### src/logic/cst_map.vh
// register offsets, field positions and timing constants of the clock switch and reset timers
`ifndef CST_MAP_VH
`define CST_MAP_VH
`define CST_ADR_CTRL 4'h0
`define CST_ADR_STAT 4'h4
`define CST_ADR_CFG 4'h8
`define CST_SCS_LO 0
`define CST_SCS_HI 1
`define CST_BIT_SOSCEN 2
`define CST_BIT_IDLE 3
`define CST_SCS_SEC 2'h1
`define CST_BIT_SRUN 0
`define CST_BIT_PACT 1
`define CST_BIT_HOLD 2
`define CST_BIT_PEN 3
`define CST_MODE_XLOW 4'h0
`define CST_MODE_XSTD 4'h1
`define CST_MODE_XFAST 4'h2
`define CST_MODE_XPLL 4'h6
`define CST_MODE_RCOSC 4'h3
`define CST_MODE_RCIO 4'h7
`define CST_PUT_BITS 11
`define CST_PUT_LAST 11'h7ff
`define CST_XSU_BITS 10
`define CST_XSU_LAST 10'h3ff
`define CST_PLL_MS 2
`define CST_CLK_KHZ 25000
`define CST_OLD_CYC 2'h2
`define CST_NEW_CYC 3'h3
`define CST_WB_ZERO 32'h00000000
`endif

### src/logic/cst_count.v
// up counter with clear, advance strobe and terminal flag
`timescale 1ns/100ps
`include "cst_map.vh"
module cst_count
#(
  parameter W = 11
)
(
  input wire clk_i, // system clock
  input wire clr_i, // clear to zero
  input wire adv_i, // count one step
  input wire [W-1:0] last_i, // terminal value
  output wire done_o // step taken while at terminal value
);
  reg [W-1:0] cnt_r;
  always @(posedge clk_i)
  begin
    if (clr_i)
      cnt_r <= {W{1'b0}};
    else if (adv_i && cnt_r != last_i)
      cnt_r <= cnt_r + {{(W-1){1'b0}}, 1'b1};
  end
  // the step after the terminal value ends the run, so a W-bit count spans 2**W steps
  assign done_o = adv_i & (cnt_r == last_i);
endmodule // cst_count

### src/logic/cst_edge.v
// edge detector for a slow clock that is sampled on the system clock
`timescale 1ns/100ps
`include "cst_map.vh"
module cst_edge
(
  input wire clk_i, // system clock
  input wire rst_i, // synchronous reset
  input wire lvl_i, // sampled clock level
  output wire rise_o // one-cycle pulse on a rising edge
);
  reg prev_r;
  always @(posedge clk_i)
  begin
    // seeded from the pin so a high level at reset is not taken for an edge
    if (rst_i)
      prev_r <= lvl_i;
    else
      prev_r <= lvl_i;
  end
  assign rise_o = lvl_i & ~prev_r;
endmodule // cst_edge

### src/logic/cst_top.v
// clock switch between primary and secondary oscillator and start-up reset timers
//
// How it works
// clock select 01 requests secondary run
// secondary run: secondary clock, primary stopped, flags
// secondary enable clear blocks secondary run
// clocks withheld until secondary oscillator runs
// return keeps secondary clock until primary ready
// return done: clear secondary flag, set primary
// return leaves select bits, secondary keeps running
// power-up timer: 11 bits on slow clock
// reset held while power-up timer counts
// power-up timer only when disable bit zero
// then 1024 crystal cycles before release
// start-up count only in crystal modes
// pll mode adds 2 ms lock delay
// sequence starts when power-on pulse ends
// rc mode without power-up timer: no wait
// timers ignore reset pin; release immediate
// power-up delay applies in every mode
// primary active flag means primary clock
// switch: two old plus three new cycles
// mode and timer config sampled at power-on
`timescale 1ns/100ps
`include "cst_map.vh"
module cst_top
#(
  parameter PLL_CYC = `CST_PLL_MS * `CST_CLK_KHZ // lock delay in system cycles
)
(
  input wire clk_i, // system clock, 25 MHz
  input wire rst_i, // synchronous reset, active high
  input wire por_i, // power-on reset pulse, active high
  input wire ext_rst_n_i, // external reset pin, active low
  input wire slow_clk_i, // internal slow clock level
  input wire xtal_clk_i, // crystal input pin level
  input wire sosc_clk_i, // secondary oscillator level
  input wire sosc_running_i, // secondary oscillator has started
  input wire pri_ready_i, // primary clock is ready
  input wire wake_i, // wake-up request back to primary run
  input wire pm_exit_i, // exit from a power-managed mode
  input wire [3:0] osc_mode_i, // oscillator mode configuration
  input wire put_dis_cfg_i, // power-up timer disable configuration
  input wire [3:0] wb_adr_i, // wishbone address
  input wire [31:0] wb_dat_i, // wishbone write data
  input wire [3:0] wb_sel_i, // wishbone byte selects
  input wire wb_we_i, // wishbone write enable
  input wire wb_cyc_i, // wishbone cycle
  input wire wb_stb_i, // wishbone strobe
  output reg [31:0] wb_dat_o, // wishbone read data
  output wire wb_ack_o, // wishbone acknowledge
  output reg dev_hold_o, // device held in reset
  output reg use_sec_clk_o, // core clocked from secondary oscillator
  output reg clk_gate_o, // core clocks withheld
  output reg pri_osc_en_o // primary oscillator running
);
  // ---------------------------------------------------------------
  // states
  // ---------------------------------------------------------------
  localparam [5:0] S_POR = 6'h01;
  localparam [5:0] S_PUT = 6'h02;
  localparam [5:0] S_XSU = 6'h04;
  localparam [5:0] S_PLL = 6'h08;
  localparam [5:0] S_WAIT = 6'h10;
  localparam [5:0] S_RUN = 6'h20;
  localparam [4:0] C_PRI = 5'h01;
  localparam [4:0] C_WSEC = 5'h02;
  localparam [4:0] C_SW = 5'h04;
  localparam [4:0] C_SEC = 5'h08;
  localparam [4:0] C_RET = 5'h10;
  localparam [31:0] PLL_C = PLL_CYC;

  reg [5:0] st_r;
  reg [5:0] st_nxt;
  reg [4:0] cs_r;
  reg [4:0] cs_nxt;
  reg [3:0] mode_r;
  reg put_dis_r;
  reg [1:0] scs_r;
  reg sosc_en_r;
  reg sec_req_r;
  reg idle_sel_r;
  reg secondary_run_mode_r;
  reg pact_r;
  reg pexit_r;
  reg [1:0] old_cnt_r;
  reg [2:0] new_cnt_r;
  reg [31:0] pll_cnt_r;
  reg ack_r;
  wire slow_rise;
  wire xtal_rise;
  wire sosc_rise;
  wire old_rise;
  wire put_done;
  wire xsu_done;
  wire xtal_mode;
  wire rc_mode;
  wire pll_mode;
  wire wb_req;
  wire wb_wr;
  wire pll_done;

  // ---------------------------------------------------------------
  // edge detectors and counters
  // ---------------------------------------------------------------
  cst_edge u_slow (.clk_i(clk_i), .rst_i(rst_i), .lvl_i(slow_clk_i), .rise_o(slow_rise));
  cst_edge u_xtal (.clk_i(clk_i), .rst_i(rst_i), .lvl_i(xtal_clk_i), .rise_o(xtal_rise));
  cst_edge u_sosc (.clk_i(clk_i), .rst_i(rst_i), .lvl_i(sosc_clk_i), .rise_o(sosc_rise));

  // power-up timer: 2048 slow-clock periods
  cst_count #(.W(`CST_PUT_BITS)) u_put
  (
    .clk_i(clk_i),
    .clr_i(st_r != S_PUT),
    .adv_i(slow_rise),
    .last_i(`CST_PUT_LAST),
    .done_o(put_done)
  );

  // start-up count: 1024 crystal edges
  cst_count #(.W(`CST_XSU_BITS)) u_xsu
  (
    .clk_i(clk_i),
    .clr_i(st_r != S_XSU),
    .adv_i(xtal_rise),
    .last_i(`CST_XSU_LAST),
    .done_o(xsu_done)
  );

  assign old_rise = (cs_r == C_SW) ? xtal_rise : sosc_rise;
  assign xtal_mode = (mode_r == `CST_MODE_XLOW) | (mode_r == `CST_MODE_XSTD) |
    (mode_r == `CST_MODE_XFAST) | (mode_r == `CST_MODE_XPLL);
  assign rc_mode = (mode_r == `CST_MODE_RCOSC) | (mode_r == `CST_MODE_RCIO);
  assign pll_mode = (mode_r == `CST_MODE_XPLL);
  assign pll_done = (pll_cnt_r >= PLL_C - 32'h00000001);

  // ---------------------------------------------------------------
  // configuration capture
  // ---------------------------------------------------------------
  // sampled while the power-on pulse is high, so late strap changes cannot bend the sequence
  always @(posedge clk_i)
  begin
    if (rst_i)
    begin
      mode_r <= `CST_MODE_XFAST;
      put_dis_r <= 1'b0;
    end
    else if (por_i)
    begin
      mode_r <= osc_mode_i;
      put_dis_r <= put_dis_cfg_i;
    end
  end

  // ---------------------------------------------------------------
  // time-out sequence
  // ---------------------------------------------------------------
  always @*
  begin
    st_nxt = st_r;
    case (st_r)
      S_POR:
        if (!por_i)
        begin
          if (!put_dis_r)
            st_nxt = S_PUT;
          else if (rc_mode)
            st_nxt = S_WAIT;
          else if (xtal_mode)
            st_nxt = S_XSU;
          else
            st_nxt = S_WAIT;
        end
      S_PUT:
        if (put_done)
          st_nxt = xtal_mode ? S_XSU : S_WAIT;
      S_XSU:
        if (xsu_done)
          st_nxt = pll_mode ? S_PLL : S_WAIT;
      S_PLL:
        if (pll_done)
          st_nxt = S_WAIT;
      S_WAIT:
        if (ext_rst_n_i)
          st_nxt = S_RUN;
      S_RUN:
        if (!ext_rst_n_i)
          st_nxt = S_WAIT;
        else if (pexit_r && xtal_mode)
          st_nxt = S_XSU;
      default:
        st_nxt = S_POR;
    endcase
    if (por_i)
      st_nxt = S_POR;
  end

  always @(posedge clk_i)
  begin
    if (rst_i)
    begin
      st_r <= S_POR;
      pll_cnt_r <= `CST_WB_ZERO;
      dev_hold_o <= 1'b1;
      pexit_r <= 1'b0;
    end
    else
    begin
      st_r <= st_nxt;
      pexit_r <= pm_exit_i & (st_r == S_RUN);
      dev_hold_o <= (st_nxt != S_RUN);
      if (st_r == S_PLL)
        pll_cnt_r <= pll_cnt_r + 32'h00000001;
      else
        pll_cnt_r <= `CST_WB_ZERO;
    end
  end

  // ---------------------------------------------------------------
  // clock switch
  // ---------------------------------------------------------------
  always @*
  begin
    cs_nxt = cs_r;
    case (cs_r)
      C_PRI:
        if (sec_req_r && scs_r == `CST_SCS_SEC && sosc_en_r)
          cs_nxt = sosc_running_i ? C_SW : C_WSEC;
      C_WSEC:
        if (!sosc_en_r || scs_r != `CST_SCS_SEC)
          cs_nxt = C_PRI;
        else if (sosc_running_i)
          cs_nxt = C_SW;
      C_SW:
        if (new_cnt_r == `CST_NEW_CYC)
          cs_nxt = C_SEC;
      C_SEC:
        if (wake_i || scs_r != `CST_SCS_SEC)
          cs_nxt = C_RET;
      C_RET:
        if (new_cnt_r == `CST_NEW_CYC)
          cs_nxt = C_PRI;
      default:
        cs_nxt = C_PRI;
    endcase
  end

  // the switch counts two edges of the old source, then three of the new one
  always @(posedge clk_i)
  begin
    if (rst_i || st_r != S_RUN)
    begin
      cs_r <= C_PRI;
      old_cnt_r <= 2'h0;
      new_cnt_r <= 3'h0;
      secondary_run_mode_r <= 1'b0;
      pact_r <= 1'b1;
      use_sec_clk_o <= 1'b0;
      clk_gate_o <= 1'b0;
      pri_osc_en_o <= 1'b1;
    end
    else
    begin
      cs_r <= cs_nxt;
      if (cs_nxt != cs_r)
      begin
        old_cnt_r <= 2'h0;
        new_cnt_r <= 3'h0;
      end
      else if ((cs_r == C_SW || cs_r == C_RET) && !(cs_r == C_RET && !pri_ready_i))
      begin
        if (old_cnt_r != `CST_OLD_CYC)
        begin
          if (old_rise)
            old_cnt_r <= old_cnt_r + 2'h1;
        end
        else if ((cs_r == C_SW ? sosc_rise : xtal_rise) && new_cnt_r != `CST_NEW_CYC)
          new_cnt_r <= new_cnt_r + 3'h1;
      end
      clk_gate_o <= (cs_nxt == C_WSEC);
      if (cs_nxt == C_SEC)
      begin
        use_sec_clk_o <= 1'b1;
        pri_osc_en_o <= 1'b0;
        secondary_run_mode_r <= 1'b1;
        pact_r <= 1'b0;
      end
      else if (cs_nxt == C_RET)
      begin
        pri_osc_en_o <= 1'b1;
        use_sec_clk_o <= 1'b1;
      end
      else if (cs_nxt == C_PRI)
      begin
        use_sec_clk_o <= 1'b0;
        secondary_run_mode_r <= 1'b0;
        pact_r <= 1'b1;
      end
    end
  end

  // ---------------------------------------------------------------
  // wishbone slave
  // ---------------------------------------------------------------
  assign wb_req = wb_cyc_i & wb_stb_i & ~ack_r;
  assign wb_wr = wb_req & wb_we_i;
  assign wb_ack_o = ack_r;

  // the wake-up return writes nothing here, so select bits survive it
  always @(posedge clk_i)
  begin
    if (rst_i)
    begin
      ack_r <= 1'b0;
      scs_r <= 2'h0;
      sosc_en_r <= 1'b0;
      idle_sel_r <= 1'b0;
      sec_req_r <= 1'b0;
      wb_dat_o <= `CST_WB_ZERO;
    end
    else
    begin
      ack_r <= wb_req;
      // request consumed once switching starts, so a wake-up return is not undone
      if (cs_r == C_SW || cs_r == C_SEC || cs_r == C_RET)
        sec_req_r <= 1'b0;
      if (wb_wr && wb_adr_i == `CST_ADR_CTRL && wb_sel_i[0])
      begin
        scs_r <= wb_dat_i[`CST_SCS_HI:`CST_SCS_LO];
        sosc_en_r <= wb_dat_i[`CST_BIT_SOSCEN];
        idle_sel_r <= wb_dat_i[`CST_BIT_IDLE];
        sec_req_r <= (wb_dat_i[`CST_SCS_HI:`CST_SCS_LO] == `CST_SCS_SEC) &
          wb_dat_i[`CST_BIT_SOSCEN];
      end
      wb_dat_o <= `CST_WB_ZERO;
      if (wb_req && !wb_we_i)
      begin
        case (wb_adr_i)
          `CST_ADR_CTRL:
          begin
            wb_dat_o[`CST_SCS_HI:`CST_SCS_LO] <= scs_r;
            wb_dat_o[`CST_BIT_SOSCEN] <= sosc_en_r;
            wb_dat_o[`CST_BIT_IDLE] <= idle_sel_r;
          end
          `CST_ADR_STAT:
          begin
            wb_dat_o[`CST_BIT_SRUN] <= secondary_run_mode_r;
            wb_dat_o[`CST_BIT_PACT] <= pact_r;
            wb_dat_o[`CST_BIT_HOLD] <= dev_hold_o;
            wb_dat_o[`CST_BIT_PEN] <= pri_osc_en_o;
          end
          `CST_ADR_CFG:
            wb_dat_o[3:0] <= mode_r;
          default:
            wb_dat_o <= `CST_WB_ZERO;
        endcase
      end
    end
  end
endmodule // cst_top
### config.mk
export PLATFORM = sky130hd
export DESIGN_NAME = cst_top
export DESIGN_NICKNAME = d
export VERILOG_FILES = /design/src/logic/cst_count.v /design/src/logic/cst_edge.v /design/src/logic/cst_top.v
export VERILOG_INCLUDE_DIRS = /design/src /design/src/logic
export SDC_FILE = /design/constraint.sdc
export NUM_CORES = 1
export LEC_CHECK = 0
export ABC_AREA = 0
export CORE_ASPECT_RATIO = 1.2
export CORE_MARGIN = 2
export CORE_UTILIZATION = 35
export CTS_CLUSTER_SIZE = 14
export DETAILED_ROUTE_END_ITERATION = 6
export DONT_BUFFER_PORTS = 1
export SYNTH_ARGS = -nofsm -noshare
export SYNTH_HDL_FRONTEND = slang
export SYNTH_SLANG_ARGS = --single-unit
### constraint.sdc
create_clock -name clk_i -period 3.9 [get_ports clk_i]
set_input_delay 0.195 -clock clk_i [delete_from_list [all_inputs] [get_ports clk_i]]
set_output_delay 0.195 -clock clk_i [all_outputs]
set_load 0.01 [all_outputs]
After elaboration in Yosys (flattened, before gate mapping)
Cells that the tools add are included. Widths: inputs -> output; s select.

Muxes and demuxes: 35. Equality and inequality tests: 38. Bitwise logic cells: 21. $add $sub $neg: 5. Magnitude comparators: 1. Reduce and logical (&&, ||, !) cells: 33.

Operators by type and width (number): $mux 5 (10); $mux 6 (7); $pmux 6 s6 (1); $add 32x1->32 const B (1); $ge 32x16->1 const B (1); $pmux 5 s5 (1); $mux 1 (14); $eq 4x3->1 const B (3); $ne 6x6->1 const B (2); $pmux 4 s3 (1); $add 11x1->11 const B (1); $eq 11x11->1 const B (1); $logic_and 1x1->1 (11); $ne 11x11->1 const B (1); $add 10x1->10 const B (1); $and 1x1->1 (10); $eq 10x10->1 const B (1); $eq 5x1->1 const B (2); $eq 5x2->1 const B (2); $eq 5x4->1 const B (2); $eq 5x5->1 const B (2); $ne 10x10->1 const B (1); $eq 4x2->1 const B (2); $logic_not 4->1 (2); 29 further kinds (53).

Bits in registers: 122. Input port bits: 59. Output and inout port bits: 37.

Longest topological paths before layout
Gate-level depths: netlist (run 1).

Depth in word-level cells: 10. Depth in mapped cells: 7. Gate-level depth less buffers: 7.

Cells and area by module
Synthesis (run 1) repeated with hierarchy kept, for this count alone.

Cell total of the unflattened synthesis: 584. Area, all modules: 5014.8 um2.

By module, submodules not included: cst_top (cells each 432, area an instance 3652.3 um2, times used 1); cst_count at u_put (cells each 76, area an instance 665.6 um2, times used 1); cst_count at u_xsu (cells each 70, area an instance 595.6 um2, times used 1); cst_edge (cells each 2, area an instance 33.8 um2, times used 3).

Worst setup path after synthesis (run 1)
No wires, ideal clock.

Path kind: reg-to-reg. From: register new_cnt_r[0]. To: register old_cnt_r[1]. Arrival time: 1640 ps. Setup time: 73 ps. Cell stages (with the launch flop): 8. Required time: 3827 ps. Path slack: 2187 ps. Cells stage by stage: dfxtp_1 -> ha_1 -> ha_1 -> o41ai_1 -> a32oi_1 -> a221oi_1 -> o2111ai_1 -> a21oi_1.

Word-level cells in the longest chain between the ends: 5. Elaborated cells between the ends (all ways): 6. Those cells by class: eq/ne (2); mux (3); reduce/logical (1).

RTL lines: start: declaration (RTL line cst_top.v:87) `reg [2:0] new_cnt_r;`; start signal: assignment (RTL line cst_top.v:278) `new_cnt_r <= new_cnt_r + 3'h1;`; $eq 3x2->1 (no line) *; $mux 5 (on tied branches) (RTL line cst_top.v:241, cst_top.v:235); $pmux 5 s5 * (RTL line cst_top.v:225) `case (cs_r)`; $ne 5x5->1 * (RTL line cst_top.v:265) `if (cs_nxt != cs_r)`; $reduce_or 2->1 (no line) *; end signal: assignment (RTL line cst_top.v:275) `old_cnt_r <= old_cnt_r + 2'h1;`; end: declaration (RTL line cst_top.v:86) `reg [1:0] old_cnt_r;`.

Mark *: on every way between the ends. The rest lies on a longest branch, timed or not. A chain may end at the register's enable or synchronous reset.

Final worst setup path (run 1)
From: register st_r[3]. To: register dev_hold_o.

Word-level cells in the longest chain between the ends: 5. Elaborated cells between the ends (all ways): 15. Those cells by class: eq/ne (7); mux (8).

RTL lines: start: declaration (RTL line cst_top.v:73) `reg [5:0] st_r;`; start signal: assignment (RTL line cst_top.v:209) `st_r <= st_nxt;`; $mux 6 (RTL line cst_top.v:189) `else if (pexit_r && xtal_mode)`; $mux 6 (RTL line cst_top.v:187) `if (!ext_rst_n_i)`; $pmux 6 s6 * (RTL line cst_top.v:161) `case (st_r)`; $mux 6 * (RTL line cst_top.v:194) `if (por_i)`; $ne 6x6->1 * (RTL line cst_top.v:211) `dev_hold_o <= (st_nxt != S_RUN);`; end signal: assignment (RTL line cst_top.v:211); end: declaration (RTL line cst_top.v:52) `output reg dev_hold_o,`.

Marked as above.

==> Flow_metrics.wiki, run 1 <==
{| class="wikitable"
! Metric !! Value
|-
| Wirelength per Cell || 13.0 um
|-
| TritonCTS clock tree || done
|-
| Class of the most critical setup path || flop to flop
|-
| Run status || completed
|-
| Most common cell in the netlist || dfxtp_1
|-
| Worst relative slew slack || 21.4%
|-
| Shortest period the worst path allows || 2.35 ns
|-
| Fraction of power consumed by the clock network || 44.0%
|-
| DRC Markers || 0
|-
| Skew final || 0.00936 ns
|-
| Number of max-slew violations in the final report || 0
|-
| FP Rows || 46
|-
| Number of fillers in the final layout || 1,329
|-
| Final GP Congestion || 0.794
|-
| Initial core utilization || 35.4%
|-
| Number of levels in the clock H-tree || 3
|-
| Worst voltage drop across the vdd grid || 0.000210 V
|-
| Ant. Diodes || 0
|-
| Cts-stage hold buffer count || 14
|-
| Largest area contributor in the netlist || dfxtp_1
|-
| Via density || 5.09
|-
| Fraction of synthesized cell area taken by the top area cell type || 40.7%
|-
| Wire length of the first global-routing pass || 15,600 um
|-
| Max Cap Violations || 0
|-
| Register clock-pin slew on the reported worst setup and hold paths || 0.07 ns
|-
| DP Wirelength || 6600 um
|-
| Count of nets left with antenna violations after detail routing || 0
|-
| Fraction of final layout cells sized beyond drive strength 1 || 5.66%
|-
| Post-synth EDFFs || 0
|-
| Crit share post-route || 60.4%
|-
| Clock root buffer || clkbuf_16
|-
| Number of port buffers || 0
|-
| Tightest Pin Transition || 1.18 ns
|-
| Element type at the critical path start || flop
|-
| Routed wire length || 9330 um
|-
| Latest clock arrival within the worst-skew pair || 0.34 ns
|-
| Kind of end point of the critical path || flop
|-
| Signed area change from the synthesized netlist to the final layout || 9.89%
|-
| Area contributors post-synth || dfxtp_1 41%, nor2_1 7.5%, xor2_1 4.7%, buf_4 4.5%, xnor2_1 4.0%
|-
| Worst-case clock buffer depth || 2
|-
| Setup TNS || 0 ns
|-
| Total internal power || 1.43 mW
|-
| Leak Pwr || 1.66 nW
|-
| Number of top-level design ports || 96
|-
| Clock sink count || 94
|-
| Core Region || 13,100 sq um
|-
| Final Hold Fails || 0
|-
| Warning count from the yosys run || 0
|-
| FF+latch area || 1880 sq um
|-
| Number of nets at the end of the flow || 608
|-
| Required time of the worst setup path || 4.13 ns
|-
| Cell count after synthesis || 534
|-
| Number of antenna violations at the first check in global routing || 0
|-
| Starting DRT DRC Count || 294
|-
| Peak clock frequency supported by timing || 425 MHz
|-
| Number of clock buffers inserted by TritonCTS || 9
|-
| DRT Pass-1 Iters || 4
|-
| Vias in the first global route || 3,386
|-
| Worst min-delay path category || input port to flop
|-
| Via total after detailed routing || 3,646
|-
| RSZ-0062 raised after global routing || no
|-
| Switching power || 427 uW
|-
| Die width || 109 um
|-
| Data arrival time of the worst path || 2.58 ns
|-
| Area of the multi-input gates || 2530 sq um
|-
| Syn Area/Cell || 8.67 sq um
|-
| Worst Path Max Fanout || 15
|-
| Commonest cells post-synth || 94 x dfxtp_1, 92 x nor2_1, 34 x nand2_1
|-
| Part of the Yosys area used for sequential elements || 40.7%
|-
| Number of gates resized after cts || 0
|-
| Part of the power in combinational logic || 3.5%
|-
| Number of setup violations in the final report || 0
|-
| Synth unique cells || 57
|-
| Total track usage || 13.7%
|-
| Maximum number of pins on one net before global-route repair || 33
|-
| Post-CTS setup buffers || 0
|-
| Vertical extent of the die || 130 um
|-
| Register bit total from synthesis || 94
|-
| Die outline area || 14,200 sq um
|-
| Dominant register cell in the synthesized netlist || dfxtp_1
|-
| Switching part of the total power || 23.0%
|-
| Proportion of synthesized flip-flops having asynchronous set or reset || 0%
|-
| Remaining Overflow, GRT || 0
|-
| Pwr per Cell Area || 365 nW/um^2
|-
| Sequential share of power || 52.5%
|-
| Mapped Area || 4630 sq um
|-
| Final core occ || 38.9%
|}
==> worst paths after layout <==
path | start | endpoint | slack, ns | depth (start not counted)
setup / recovery | st_r[3] | dev_hold_o | 1.55 | 5
hold / removal | por_i | put_dis_r | 0.01 | 2
setup reg to reg | st_r[3] | dev_hold_o | 1.55 | 5
hold reg to reg | pact_r | pact_r | 0.46 | 1
==> worst max-delay path, stage by stage (launching register included) <==
cell and delay, ns:
dfxtp_1 0.38, nor4_4 0.36, nand3b_1 0.48, o32ai_1 0.41
a31oi_1 0.18, or3_1 0.43
==> cells in the final DEF (no fill, tap or decap), types with 6 or more instances in the layout <==
master,Yosys,routed
nand3_1,19,19
and3_1,6,6
conb_1,1,28
inv_1,12,12
mux2i_1,14,14
clkbuf_16,0,9
xor2_1,25,25
a21oi_1,20,20
or3_1,8,8
nor3b_1,6,6
xnor2_1,21,21
nand2_1,34,34
ha_1,6,6
nor2b_1,8,8
nor2_1,92,92
dlygate4sd3_1,0,14
nand4_1,11,11
o21ai_0,17,17
nand2b_1,7,7
nand3b_1,6,6
dfxtp_1,94,94
nor4_1,8,8
nor3_1,18,18
==> power by group through the flow <==
stage                     Clock [mW]  Combinational [mW]  Sequential [mW]
final                          0.817              0.0652            0.975
after global routing           0.885              0.0733            0.976
after CTS                      0.844              0.0644            0.975
after detailed placement           0              0.0499            0.997
after global placement             0              0.0492            0.997
after floorplan                    0              0.0684            0.995
==> area by class of cell <==
cell class | count | share of cell area (%)
timing repair buffer | 15 | 2.90
sequential | 94 | 37.0
clock buffer | 10 | 4.50
clock inverter | 6 | 0.886
inverter | 12 | 0.886
tap | 168 | 4.13
multi-input combinational | 411 | 49.7
==> through the flow <==
step	hold slack (ns)	area (sq um)	power (mW)	setup WS (ns)	std cells
finish	0.0140	5090	1.86	1.55	716
global route	0.00680	5090	1.93	1.41	716
CTS	0.00230	5090	1.88	1.58	716
detailed placement	0.223	4670	1.05	1.59	686
global placement	0.223	4670	1.05	1.68	686
floorplan	0.223	4730	1.06	2.19	561
==> registers in the layout (all words and copies together), names as in the netlist, 3 cells and up <==
name	cells
new_cnt_r	3
mode_r	4
u_xsu.cnt_r	10
u_put.cnt_r	11
pll_cnt_r	32
cs_r	5
st_r	6
wb_dat_o	4
==> per-layer routing <==
metal	share of wire [%]	global-route usage, %	vias up
li1	-	-	1829
met1	44	16.4	1749
met2	50	23.2	57
met3	4.7	3.65	11
met4	1.6	5.35	0
met5	0	0	-
==> logic make-up (layout without fill, tap and decap cells) <==
kind of cell             Yosys count  count (layout)  synth area share [%]
AO/OA/AOI/OAI                     67              67                  9.62
flip-flops                        94              94                  40.7
XOR/XNOR                          46              46                  8.71
AND/OR/NAND/NOR                  249             249                  29.1
buffers and inverters             56              43                  6.92
multiplexers                      15              15                  3.27
other                              1              28                0.0810
adder cells (fa/ha/maj)            6               6                  1.62
No activity file was read; power rests on OpenSTA's default activity.
==> run 2, diff against run 1 <==
clock period = 2.15 ns   (was 3.9 ns; I/O delays follow)
==> Flow_metrics.wiki, run 2 (synthesis results as in run 1) <==
{| class="wikitable"
! Metric !! Value
|-
| Number of instances on the worst hold path || 3 (+1)
|-
| Maximum number of pins on one net before global-route repair || 33 (unchanged)
|-
| Cell breakdown of the critical path || ha_1, ha_1, o41ai_1, a32oi_1, a221oi_1, o2111ai_1, nor2_1
|-
| Final Instance Area || 5270 sq um (+3.6%)
|-
| Fraction of power consumed by the clock network || 43.9% (about the same)
|-
| Via density || 5.03 (-1.3%)
|-
| Number of levels in the clock H-tree || 3 (unchanged)
|-
| Total internal power || 2.61 mW (+83%)
|-
| Clock root buffer || clkbuf_16
|-
| Worst-case reg-to-reg path depth || 7 (+2)
|-
| Total track usage || 14.2% (+0.54 points)
|-
| Switching power || 790 uW (+85%)
|-
| Most common cell after layout, fill and taps aside || dfxtp_1
|-
| Register with the highest flop count || pll_cnt_r
|-
| Number of setup violations in the final report || 0 (unchanged)
|-
| Vias in the first global route || 3,635 (+7.4%)
|-
| CP max-delay cell || dfxtp_1
|-
| Die width || 109 um (unchanged)
|-
| FP Rows || 46 (unchanged)
|-
| Final Hold Fails || 0 (unchanged)
|-
| Number of nets at the end of the flow || 629 (+3.5%)
|-
| GR met3 Demand/Resource || 4.20% (+0.55 points)
|-
| Run status || completed
|-
| Sequential share of power || 51.9% (-0.6 points)
|-
| Signed area change from the synthesized netlist to the final layout || 13.9%
|-
| Number of antenna violations at the first check in global routing || 0 (unchanged)
|-
| GR Layer Usage met1 || 16.0% (-0.44 points)
|-
| Number of port buffers || 0 (unchanged)
|-
| Pwr per Cell Area || 646 nW/um^2 (+77%)
|-
| Delay of the slowest cell on the worst path || 0.32 ns (-0.16 ns)
|-
| Placed cell areas || 4750 sq um (+1.8%)
|-
| GRT busiest layer || met2
|-
| Required time of the worst setup path || 2.43 ns (-1.70 ns)
|-
| Leak Pwr || 1.75 nW (+5.7%)
|-
| Global-route met2 utilization || 25.3% (+2.1 points)
|-
| Commonest cells after routing, fill and taps aside || 94 x dfxtp_1, 92 x nor2_1, 34 x nand2_1, 28 x conb_1, 25 x xor2_1
|-
| Data arrival time of the worst path || 2.22 ns (-0.36 ns)
|-
| Peak clock frequency supported by timing || 516 MHz (+22%)
|-
| DP Wirelength || 6910 um (+4.6%)
|-
| Shortest period the worst path allows || 1.94 ns (-0.417 ns)
|-
| Number of top-level design ports || 96 (unchanged)
|-
| Part of the power in combinational logic || 4.2% (+0.7 points)
|-
| Via total after detailed routing || 3,705 (+1.6%)
|-
| Largest registers || pll_cnt_r: 32 flops, u_put.cnt_r: 11 flops, u_xsu.cnt_r: 10 flops
|-
| Number of gates resized after cts || 0 (unchanged)
|-
| Count of nets left with antenna violations after detail routing || 0 (unchanged)
|-
| Final GP Congestion || 0.811 (+2.2%)
|-
| Reg-to-Reg End || new_cnt_r[1]
|-
| TritonCTS clock tree || done
|-
| Register-to-register setup slack || 0.21 ns (-1.33 ns)
|-
| Tightest Pin Transition || 0.581 ns (-0.597 ns)
|-
| Reg-to-reg critical path startpoint || new_cnt_r[0]
|-
| Wirelength per Cell || 13.2 um (+1.6%)
|-
| RSZ-0062 raised after global routing || no
|-
| Die outline area || 14,200 sq um (unchanged)
|-
| Initial core utilization || 35.4% (unchanged)
|-
| Kind of end point of the critical path || flop
|-
| CP Depth || 7 (+2)
|-
| Clock sink count || 94 (unchanged)
|-
| Crit share post-route || 90.1% (+30 points)
|-
| Latest clock arrival within the worst-skew pair || 0.35 ns (about the same)
|-
| Worst min-delay path category || input port to flop
|-
| Worst-case clock buffer depth || 2 (unchanged)
|-
| Number of clock buffers inserted by TritonCTS || 9 (unchanged)
|-
| Worst Path Max Fanout || 6 (-9)
|-
| Vertical extent of the die || 130 um (unchanged)
|-
| Wire length of the first global-routing pass || 16,100 um (+3.2%)
|-
| Count of buffer and inverter cells on the critical path || 0 (unchanged)
|-
| Routed wire length || 9760 um (+4.6%)
|-
| Remaining Overflow, GRT || 0 (unchanged)
|-
| Switching part of the total power || 23.2% (+0.20 points)
|-
| Register clock-pin slew on the reported worst setup and hold paths || 0.07 ns (about the same)
|-
| DRC Markers || 0 (unchanged)
|-
| Number of flip-flops under the largest register name || 32 (unchanged)
|-
| Worst voltage drop across the vdd grid || 0.000291 V (+38%)
|-
| Hold-critical path endpoint || wb_dat_o[0]
|-
| Setup TNS || 0 ns (unchanged)
|-
| Max Cap Violations || 0 (unchanged)
|-
| Class of the most critical setup path || flop to flop
|-
| Element type at the critical path start || flop
|-
| Number of max-slew violations in the final report || 0 (unchanged)
|-
| DRT Pass-1 Iters || 5 (+1)
|-
| Fraction of final layout cells sized beyond drive strength 1 || 7.38% (+1.7 points)
|-
| Starting DRT DRC Count || 261 (-11%)
|-
| Skew final || 0.00767 ns (-0.00169 ns)
|-
| Worst min-delay path startpoint || wb_adr_i[2]
|-
| Cell class contributing the biggest share of worst-path delay || compound AO/OA/AOI/OAI gates
|-
| Worst relative slew slack || 61.1% (+40 points)
|-
| Most frequent CP cell || ha_1
|-
| Core Region || 13,100 sq um (unchanged)
|-
| Ant. Diodes || 0 (unchanged)
|}
run 2: layout make-up:
| class | count | area (sq um) |
|---|---|---|
| clock buffers | 10 | 229 |
| clock inverters | 6 | 46.3 |
| fillers | 1311 | 7790 |
| inverters | 12 | 45.0 |
| multi-input cells | 411 | 2530 |
| flip-flops and latches | 94 | 1880 |
| well taps | 168 | 210 |
| repair buffers | 36 | 330 |
run 2: worst max-delay path by stage:
stage / slack (ns) / endpoint / start
after global placement: 0.28 / old_cnt_r[1] / new_cnt_r[0]
after CTS: 0.20 / new_cnt_r[1] / new_cnt_r[0]
final: 0.21 / new_cnt_r[1] / new_cnt_r[0]
after detailed placement: 0.23 / old_cnt_r[1] / new_cnt_r[0]
after floorplan: 0.44 / old_cnt_r[1] / new_cnt_r[0]
after global routing: 0.06 / pll_cnt_r[25] / pll_cnt_r[13]
run 2: through the flow:
| stage | utilization [%] | total power, mW | std cells | hold slack, ns | worst slack [ns] |
|---|---|---|---|---|---|
| after global routing | 40.3 | 3.55 | 737 | 0.0175 | 0.0551 |
| after floorplan | - | 1.93 | 561 | 0.135 | 0.437 |
| after CTS | 40.3 | 3.46 | 737 | 0.00280 | 0.202 |
| after global placement | 36.4 | 1.90 | 697 | 0.135 | 0.279 |
| final | 40.3 | 3.40 | 737 | 0.0169 | 0.213 |
| after detailed placement | 36.4 | 1.91 | 697 | 0.135 | 0.234 |
run 2: power groups by stage:
stage	clock network (mW)	registers, mW	logic [mW]
final	1.49	1.77	0.142
after global placement	0	1.81	0.0965
after CTS	1.55	1.77	0.141
after floorplan	0	1.80	0.124
after detailed placement	0	1.81	0.0982
after global routing	1.63	1.77	0.159
run 2: worst register-to-register path, delay by kind of cell, from the launching register on:
family / cells / cell delay (ns)
and+or+nand+nor: 1 / 0.18
DFF: 1 / 0.32
AOI/OAI and AO/OA: 4 / 0.93
adders and majority gates: 2 / 0.45
run 2: what timing repair did:
item | in CTS | in global routing
hold endpoints to repair | 22 | 0
buffers inserted | 0 | 0
setup endpoints to repair | 0 | 0
hold buffers | 24 | 0
run 2: per-layer routing:
metal / vias up / routed length (um)
met2: 69 / 5030
met1: 1749 / 4080
met3: 12 / 469
li1: 1875 / -
met5: - / 0
met4: 0 / 169
